### config.mk
export PLATFORM = sky130hd
export DESIGN_NAME = rops_top
export DESIGN_NICKNAME = d
export VERILOG_FILES = /design/src/rtl/rops_pkg.sv /design/src/rtl/rops_apb_slave.sv /design/src/rtl/rops_pin_mux.sv /design/src/rtl/rops_top.sv
export SDC_FILE = /design/constraint.sdc
export NUM_CORES = 1
export LEC_CHECK = 0
export BUFFER_PORTS_ARGS = -buffer_cell sky130_fd_sc_hd__buf_2
export CAP_MARGIN = 0
export CORE_ASPECT_RATIO = 0.6
export CORE_MARGIN = 5
export CORE_UTILIZATION = 25
export DETAILED_ROUTE_END_ITERATION = 6
export PLACE_DENSITY_LB_ADDON = 0.3
export SKIP_LAST_GASP = 1
export SLEW_MARGIN = 20
export SYNTH_ARGS = -nofsm -noshare
export SYNTH_HDL_FRONTEND = slang
export SYNTH_HIERARCHICAL = 1
export SYNTH_SLANG_ARGS = --single-unit
### constraint.sdc
create_clock -name clk -period 5.8 [get_ports clk]
set_input_delay 1.16 -clock clk [delete_from_list [all_inputs] [get_ports clk]]
set_output_delay 1.16 -clock clk [all_outputs]
set_load 0.03 [all_outputs]
### src/rtl/rops_pkg.sv
// Purpose: Shared constants and types for the remappable output pin select.
// Assumes: APB with 32-bit data, one aligned word per register.
// Notes: Function codes are six bits; code zero means no peripheral.
package rops_pkg;
  localparam int unsigned ROPS_ADDR_W = 12;
  localparam int unsigned ROPS_SEL_W = 6;
  localparam int unsigned ROPS_FUNC_N = 64;
  localparam int unsigned ROPS_PIN_N = 4;
  localparam logic [11:0] ROPS_OFS_SEL0 = 12'h000;
  localparam logic [11:0] ROPS_OFS_SEL1 = 12'h004;
  localparam int unsigned ROPS_HI_LSB = 8;
  localparam int unsigned ROPS_LO_LSB = 0;
  localparam logic [5:0] ROPS_SEL_RESET = 6'h00;
  localparam logic [5:0] ROPS_SEL_NONE = 6'h00;
  localparam logic [15:0] ROPS_IMPL_MASK = 16'h3f3f;
  localparam int unsigned ROPS_PIN20 = 0;
  localparam int unsigned ROPS_PIN35 = 1;
  localparam int unsigned ROPS_PIN36 = 2;
  localparam int unsigned ROPS_PIN37 = 3;

  typedef struct packed {
    logic [5:0] pin35_function_sel;
    logic [5:0] pin20_function_sel;
  } rops_sel0_t;

  typedef struct packed {
    logic [5:0] pin37_function_sel;
    logic [5:0] pin36_function_sel;
  } rops_sel1_t;

  typedef struct packed {
    logic sel;
    logic enable;
    logic write;
    logic [11:0] addr;
    logic [31:0] wdata;
  } rops_apb_req_t;

  typedef enum logic [1:0] {
    ROPS_IDLE = 2'b00,
    ROPS_ACCESS = 2'b01,
    ROPS_DONE = 2'b10
  } rops_state_t;
endpackage

### src/rtl/rops_apb_slave.sv
// Purpose: APB slave front end with one wait state and an error answer.
// Assumes: Master holds the request until pready is seen high.
// Notes: Produces a one-cycle commit strobe for writes to a decoded address only.
`timescale 1ns/100ps
`default_nettype none
module rops_apb_slave (
  input wire logic clk,
  input wire logic rst_b,
  input wire rops_pkg::rops_apb_req_t req,
  input wire logic addr_hit,
  input wire logic [31:0] rd_word,
  output logic pready,
  output logic pslverr,
  output logic [31:0] prdata,
  output logic wr_commit
);
  rops_pkg::rops_state_t state;
  rops_pkg::rops_state_t next_state;
  logic next_pready;
  logic next_pslverr;
  logic [31:0] next_prdata;

  // The answer is registered one cycle into the access phase.
  always_comb begin
    next_state = state;
    next_pready = 1'b0;
    next_pslverr = 1'b0;
    next_prdata = prdata;
    wr_commit = 1'b0;
    case (state)
      rops_pkg::ROPS_IDLE: begin
        if (req.sel && req.enable) begin
          next_state = rops_pkg::ROPS_ACCESS;
          next_pready = 1'b1;
          next_pslverr = !addr_hit;
          next_prdata = (addr_hit && !req.write) ? rd_word : 32'h00000000;
        end
      end
      rops_pkg::ROPS_ACCESS: begin
        next_state = rops_pkg::ROPS_DONE;
        wr_commit = req.write && addr_hit;
      end
      rops_pkg::ROPS_DONE: begin
        next_state = rops_pkg::ROPS_IDLE;
      end
      default: begin
        next_state = rops_pkg::ROPS_IDLE;
      end
    endcase
  end

  always_ff @(posedge clk or negedge rst_b) begin
    if (!rst_b) begin
      state <= rops_pkg::ROPS_IDLE;
      pready <= 1'b0;
      pslverr <= 1'b0;
      prdata <= 32'h00000000;
    end else begin
      state <= next_state;
      pready <= next_pready;
      pslverr <= next_pslverr;
      prdata <= next_prdata;
    end
  end
endmodule
`default_nettype wire

### src/rtl/rops_pin_mux.sv
// Purpose: One remappable pin driven by the selected peripheral function.
// Assumes: Function inputs are on the same clock as this block.
// Notes: Code zero releases the pin to ordinary port logic.
`timescale 1ns/100ps
`default_nettype none
module rops_pin_mux (
  input wire logic clk,
  input wire logic rst_b,
  input wire logic [5:0] sel,
  input wire logic [63:0] func_out,
  input wire logic port_out,
  output logic pin_out,
  output logic pin_remapped
);
  logic next_pin_out;
  logic next_pin_remapped;

  always_comb begin
    next_pin_remapped = (sel != rops_pkg::ROPS_SEL_NONE);
    next_pin_out = next_pin_remapped ? func_out[sel] : port_out;
  end

  always_ff @(posedge clk or negedge rst_b) begin
    if (!rst_b) begin
      pin_out <= 1'b0;
      pin_remapped <= 1'b0;
    end else begin
      pin_out <= next_pin_out;
      pin_remapped <= next_pin_remapped;
    end
  end
endmodule
`default_nettype wire

### src/rtl/rops_top.sv
// Purpose: Output side of the peripheral pin select crossbar with APB access.
// Assumes: APB master on clk; peripheral and port outputs on clk as well.
// Notes: Two 16-bit select registers sit in the low half of their words.
//
// Overview of operation
// Select register 0 bits 13..8 choose the function on pin 35.
// Select register 0 bits 5..0 choose the function on pin 20.
// Select register 1 bits 13..8 choose the function on pin 37.
// Select register 1 bits 5..0 choose the function on pin 36.
// Bits 15..14 and 7..6 read zero and ignore writes.
// Selectors reset to zero; zero leaves the pin to port logic.
//
// The register offsets and the APB register port are this design's own decisions.
`timescale 1ns/100ps
`default_nettype none
module rops_top (
  input wire logic clk,
  input wire logic rst_b,
  input wire logic psel,
  input wire logic penable,
  input wire logic pwrite,
  input wire logic [11:0] paddr,
  input wire logic [31:0] pwdata,
  input wire logic [3:0] pstrb,
  output logic pready,
  output logic pslverr,
  output logic [31:0] prdata,
  input wire logic [63:0] func_out,
  input wire logic [3:0] port_out,
  output logic remap_pin_20,
  output logic remap_pin_35,
  output logic remap_pin_36,
  output logic remap_pin_37,
  output logic [3:0] pin_remapped
);
  rops_pkg::rops_sel0_t output_select_0;
  rops_pkg::rops_sel1_t output_select_1;
  rops_pkg::rops_sel0_t next_output_select_0;
  rops_pkg::rops_sel1_t next_output_select_1;
  rops_pkg::rops_apb_req_t req;
  logic addr_hit;
  logic wr_commit;
  logic [31:0] rd_word;
  logic [15:0] wr_half;
  logic [3:0] pin_value;
  logic [5:0] pin_sel [4];

  // Packs two six-bit fields into a 16-bit register image.
  function automatic logic [15:0] rops_pack(input logic [5:0] hi,
                                            input logic [5:0] lo);
    logic [15:0] v;
    v = 16'h0000;
    v[rops_pkg::ROPS_HI_LSB +: 6] = hi;
    v[rops_pkg::ROPS_LO_LSB +: 6] = lo;
    rops_pack = v & rops_pkg::ROPS_IMPL_MASK;
  endfunction

  // One driver for the whole request word keeps the struct single-driven.
  assign req = {psel, penable, pwrite, paddr, pwdata};

  // Address decode and read mux.
  always_comb begin
    addr_hit = 1'b0;
    rd_word = 32'h00000000;
    if (paddr == rops_pkg::ROPS_OFS_SEL0) begin
      addr_hit = 1'b1;
      rd_word = {16'h0000, rops_pack(output_select_0.pin35_function_sel,
                 output_select_0.pin20_function_sel)};
    end else if (paddr == rops_pkg::ROPS_OFS_SEL1) begin
      addr_hit = 1'b1;
      rd_word = {16'h0000, rops_pack(output_select_1.pin37_function_sel,
                 output_select_1.pin36_function_sel)};
    end
  end

  rops_apb_slave u_apb (
    .clk(clk),
    .rst_b(rst_b),
    .req(req),
    .addr_hit(addr_hit),
    .rd_word(rd_word),
    .pready(pready),
    .pslverr(pslverr),
    .prdata(prdata),
    .wr_commit(wr_commit)
  );

  // Write path honours byte strobes; only implemented bits are kept.
  always_comb begin
    wr_half = 16'h0000;
    next_output_select_0 = output_select_0;
    next_output_select_1 = output_select_1;
    if (wr_commit && paddr == rops_pkg::ROPS_OFS_SEL0) begin
      wr_half = pwdata[15:0] & rops_pkg::ROPS_IMPL_MASK;
      if (pstrb[1]) begin
        next_output_select_0.pin35_function_sel =
          wr_half[rops_pkg::ROPS_HI_LSB +: 6];
      end
      if (pstrb[0]) begin
        next_output_select_0.pin20_function_sel =
          wr_half[rops_pkg::ROPS_LO_LSB +: 6];
      end
    end else if (wr_commit && paddr == rops_pkg::ROPS_OFS_SEL1) begin
      wr_half = pwdata[15:0] & rops_pkg::ROPS_IMPL_MASK;
      if (pstrb[1]) begin
        next_output_select_1.pin37_function_sel =
          wr_half[rops_pkg::ROPS_HI_LSB +: 6];
      end
      if (pstrb[0]) begin
        next_output_select_1.pin36_function_sel =
          wr_half[rops_pkg::ROPS_LO_LSB +: 6];
      end
    end
  end

  always_ff @(posedge clk or negedge rst_b) begin
    if (!rst_b) begin
      output_select_0 <= {rops_pkg::ROPS_SEL_RESET,
                          rops_pkg::ROPS_SEL_RESET};
      output_select_1 <= {rops_pkg::ROPS_SEL_RESET,
                          rops_pkg::ROPS_SEL_RESET};
    end else begin
      output_select_0 <= next_output_select_0;
      output_select_1 <= next_output_select_1;
    end
  end

  assign pin_sel[rops_pkg::ROPS_PIN20] = output_select_0.pin20_function_sel;
  assign pin_sel[rops_pkg::ROPS_PIN35] = output_select_0.pin35_function_sel;
  assign pin_sel[rops_pkg::ROPS_PIN36] = output_select_1.pin36_function_sel;
  assign pin_sel[rops_pkg::ROPS_PIN37] = output_select_1.pin37_function_sel;

  // Each pin routes its chosen function, or port logic on code zero.
  genvar gi;
  generate
    for (gi = 0; gi < rops_pkg::ROPS_PIN_N; gi++) begin : g_pin
      rops_pin_mux u_mux (
        .clk(clk),
        .rst_b(rst_b),
        .sel(pin_sel[gi]),
        .func_out(func_out),
        .port_out(port_out[gi]),
        .pin_out(pin_value[gi]),
        .pin_remapped(pin_remapped[gi])
      );
    end
  endgenerate

  assign remap_pin_20 = pin_value[rops_pkg::ROPS_PIN20];
  assign remap_pin_35 = pin_value[rops_pkg::ROPS_PIN35];
  assign remap_pin_36 = pin_value[rops_pkg::ROPS_PIN36];
  assign remap_pin_37 = pin_value[rops_pkg::ROPS_PIN37];
endmodule
`default_nettype wire

# Yosys cells after proc, flatten, opt, wreduce, memory -nomap -nowiden
# Index checks and enable logic that the tools add are counted.
# totals
reg_bits	68
input_bits	121
wordCells	66
# op_classes
order_cmp	4
n_eq_ne	3
n_mux	24
n_bitwise	1
n_reduce_logical	18
# op_table
op	n
$mux W32	2
$lt A6 B7 Y1 const B	4
$bmux W1 S6	4
$reduce_bool A6 Y1	4
$mux W1	15
$mux W14	1
$eq A12 B3 Y1 const B	1
$logic_not A12 Y1	1
$reduce_and A2 Y1	3
$reduce_and A3 Y1	2
$logic_and A1 B1 Y1	5
$pmux W2 S2	1
$eq A2 B1 Y1 const B	1
$logic_not A1 Y1	2
$logic_not A2 Y1	1
$mux W2	1
$ne A2 B1 Y1 const B	1
$not A1 Y1	1

# Logic depth before layout (Yosys ltp)
# depth
word_depth	8
mapped_depth	9

# Modules after synthesis
# The synthesis kept the hierarchy.
# by_module_without_submodules
module	instances	cells_each	area_each_um2
rops_pin_mux	4	51	701.9
rops_apb_slave	1	115	1786.7
rops_top	1	89	1209.9

# Least setup slack after synthesis
# Ideal clock, no wire load.
# synth_timing
path_kind	input to register
from	in paddr[9]
to	reg output_select_0[10] (netlist bit)
setup_time_ns	0.125
t_arrival_ns	3.729
required_time_ns	5.675
setup_slack_ns	1.946
stages	9
path_cell_list	or4_4 > or3_1 > buf_2 > inv_1 > clkbuf_1 > and3_1 > nand2_1 > nor4_4 > mux2_2
# synth_between
elab_chain_len	7
# synth_lines
element	line_no	rtl
start: declaration	rops_top.sv:22	input wire logic [11:0] paddr,
$eq A12 B3 Y1	rops_top.sv:69	end else if (paddr == rops_pkg::ROPS_OFS_SEL1) begin
$mux W1	rops_top.sv:69	
$mux W1 (*)	rops_top.sv:65	if (paddr == rops_pkg::ROPS_OFS_SEL0) begin
via addr_hit	rops_top.sv:41	logic addr_hit;
$logic_and A1 B1 Y1 (*)	rops_apb_slave.sv:41	wr_commit = req.write && addr_hit;
$mux W1 (*)	rops_apb_slave.sv:30	case (state)
via wr_commit	rops_top.sv:42	logic wr_commit;
$logic_and A1 B1 Y1 (*)	rops_top.sv:93	if (wr_commit && paddr == rops_pkg::ROPS_OFS_SEL0) begin
$reduce_and A2 Y1 (no source line) (*)	--	
end signal: assignment	rops_top.sv:118	output_select_0 <= {rops_pkg::ROPS_SEL_RESET,
end signal: assignment	rops_top.sv:123	output_select_0 <= next_output_select_0;
end: declaration	rops_top.sv:36	rops_pkg::rops_sel0_t output_select_0;
# Mark *: on every way through the listed nets, which the timed path passes. The rest lies on a longest branch.
# A chain may end at the register's enable or synchronous reset.

# Final worst setup path
# layout_timing
from	in paddr[9]
to	reg output_select_0[11] (netlist bit)
# Same word-level chain as after synthesis.

==> run summary <==
Total GRT Usage: 0.142
Mapped Cells: 408
First-pass GRT wire length: 28.3 mm
Met3 usage: 0.0448
Grt ovf: 0
Yosys Warn Count: 6
Die ar.: 26500 um2
Async SR Flop Fraction: 1.00
Outcome: completed
H-Tree Depth: 3
Total of fill cells in the finished design: 2340
Placed insts: 857
RSZ-0062 raised after global routing: false
Register area share after synthesis: 0.293
Met1 usage: 0.199
TNS Setup: 0 ns
Via count: 4309
Dpl hpwl: 14.4 mm
Design Area, Final: 7040 um2
Post-route clock period utilization: 0.629
P_leak: 0.00321 uW
Clock period minus worst slack: 3.65 ns
Initial antenna violation count: 6
Worst-Skew Late Latency: 0.33 ns
Pin count of the biggest net entering global routing: 69
Non-Filler Instances: 874
WS Path Type: input port to flip-flop
Net count, final: 674
Residual DRC: 0
Synth top area cells: dfrtp_1, mux4_1, mux4_2
Total CTS buffers: 9
CTS tree: yes
CTS clk-pin slew, worst paths: 0.06 ns
Setup crit end kind: flip-flop
Slew HR: 0.293
Clk_skew: 0.00644 ns
DRT antenna net count: 0
Max IR drop VDD: 0.112 mV
Final setup vio count: 0
Cell variety after synth: 41
Max Slew Vio Count: 0
Largest area contributor in the synthesized netlist: dfrtp_1
Final Util: 0.306
Worst Hold Class: flip-flop to flip-flop
Via density: 4.93
CP startpoint kind: input port
Chip Height: 128 um
Top FF cell, synth: dfrtp_1
Netlist Area Pre-Place: 5800 um2
Root Buffer: clkbuf_16
CP arrival: 3.86 ns
Max Root-Sink Buffers: 2
Starting Density: 0.253
Post-Syn Area per Cell: 14.2 um2
Met2 Use GR: 0.220
MaxCap Viol Count: 0
DR WL/cell: 21.8 um
Clock sinks: 68
Flop and latch count out of synthesis: 68
Row count: 43
CTS resizes: 0
Top Usage Layer GRT: met2
Initial drt markers: 213
I/O pin cnt: 163
Placer Congestion: 0.828
Core area: 23000 um2
Final hold violations: 0
Port Buffers: 140
Total iterations of the first detailed-routing run: 4
Highest-count cells in the layout ignoring fill and taps: buf_2, dfrtp_1, mux2i_1, mux2_2, and3b_1
Horiz. Die Dim: 207 um
Total Wirelength: 19.1 mm
Tightest Pin Transition: 1.06 ns
Hold bufs inserted after CTS: 0
Post-synth EDFFs: 0
Placement Cell Area: 6700 um2
Layout cells sized above 1: 0.495
Pwr Density: 177 nW/um2
Vias in the first global route: 4516
Post-CTS Repair Setup Buffers: 0
Top-area cell type share of the netlist area: 0.293
Area Growth Syn to Fin: 21.2%
Crit path required time: 6.01 ns
Maximum fanout along the worst path: 13
Commonest non-fill, non-tap cell in the layout: buf_2
Max Fclk: 274 MHz
flip-flops by register name, summed over array words and instances (netlist names):
register	count
g_pin.u_mux/pin_out	4
g_pin.u_mux/pin_remapped	4
output_select_0	12
output_select_1	12
u_apb/prdata	32
u_apb/pready	1
u_apb/pslverr	1
u_apb/state	2
logic make-up (layout without fill, tap and decap cells):
family,count (synthesis),count (layout),synth area share
AOI/OAI and AO/OA,32,32,0.0440
buffers and inverters,42,173,0.0735
DFF,68,68,0.293
muxes,168,168,0.452
other,1,21,0.000646
and+or+nand+nor,97,97,0.137
cell usage after synthesis (all sizes together), types with 5 or more instances:
library cell  instances
nand2                 6
a31oi                 8
nand3                 8
mux2i                52
mux2                 64
clkbuf                6
mux4                 52
and3                  5
dfrtp                68
nor2                 12
inv                   5
and3b                32
buf                  23
or3                  10
nor4                  8
per-layer routing:
layer	wire, um	part of all wire
met5	55	0.0029
met3	1540	0.080
met4	229	0.012
met1	8680	0.46
met2	8570	0.45
worst max-delay path: stages:
cell and delay [ns]:
buf_2 0.10, or4_4 0.61, or3_1 0.60, inv_1 0.14, and3_1 0.18, nand2_1 0.13, nor4_4 0.53, mux2_2 0.40
worst paths after layout:
kind,from,to,depth (start not counted),slack (ns)
max,paddr[9],output_select_0[11],8,2.15
min,u_apb/prdata[29],u_apb/prdata[29],1,0.50
max reg2reg,output_select_1[6],g_pin[3].u_mux/pin_out,5,3.05
min reg2reg,u_apb/prdata[29],u_apb/prdata[29],1,0.50
max in group asynchronous,rst_b,g_pin[2].u_mux/pin_out,2,4.15
min in group asynchronous,rst_b,u_apb/pready,2,1.05
power breakdown:
group | internal (uW) | switching, uW | total, uW
Sequential | 478 | 1.47 | 479
Combinational | 69.4 | 78.9 | 148
Clock | 412 | 208 | 620
final cells by class:
cell class / count / area, um2 / area share
clock buffers: 13 / 270 / 0.0384
repair buffers: 148 / 761 / 0.108
diodes: 1 / 2.50 / 0.000356
flip-flops and latches: 68 / 1700 / 0.242
clock inverters: 3 / 67.6 / 0.00960
inverters: 9 / 88.8 / 0.0126
well taps: 315 / 394 / 0.0560
multi-input cells: 317 / 3750 / 0.533
stage by stage:
step	total power, uW	hold WS, ns	setup WS, ns
6_report	1250	0.504	2.15
5_1_grt	1300	0.526	2.03
4_1_cts	1270	0.509	2.13
3_5_place_dp	637	0.490	1.79
3_3_place_gp	631	0.489	1.83
2_1_floorplan	561	0.490	1.95
(Power assumes the default switching activity.)
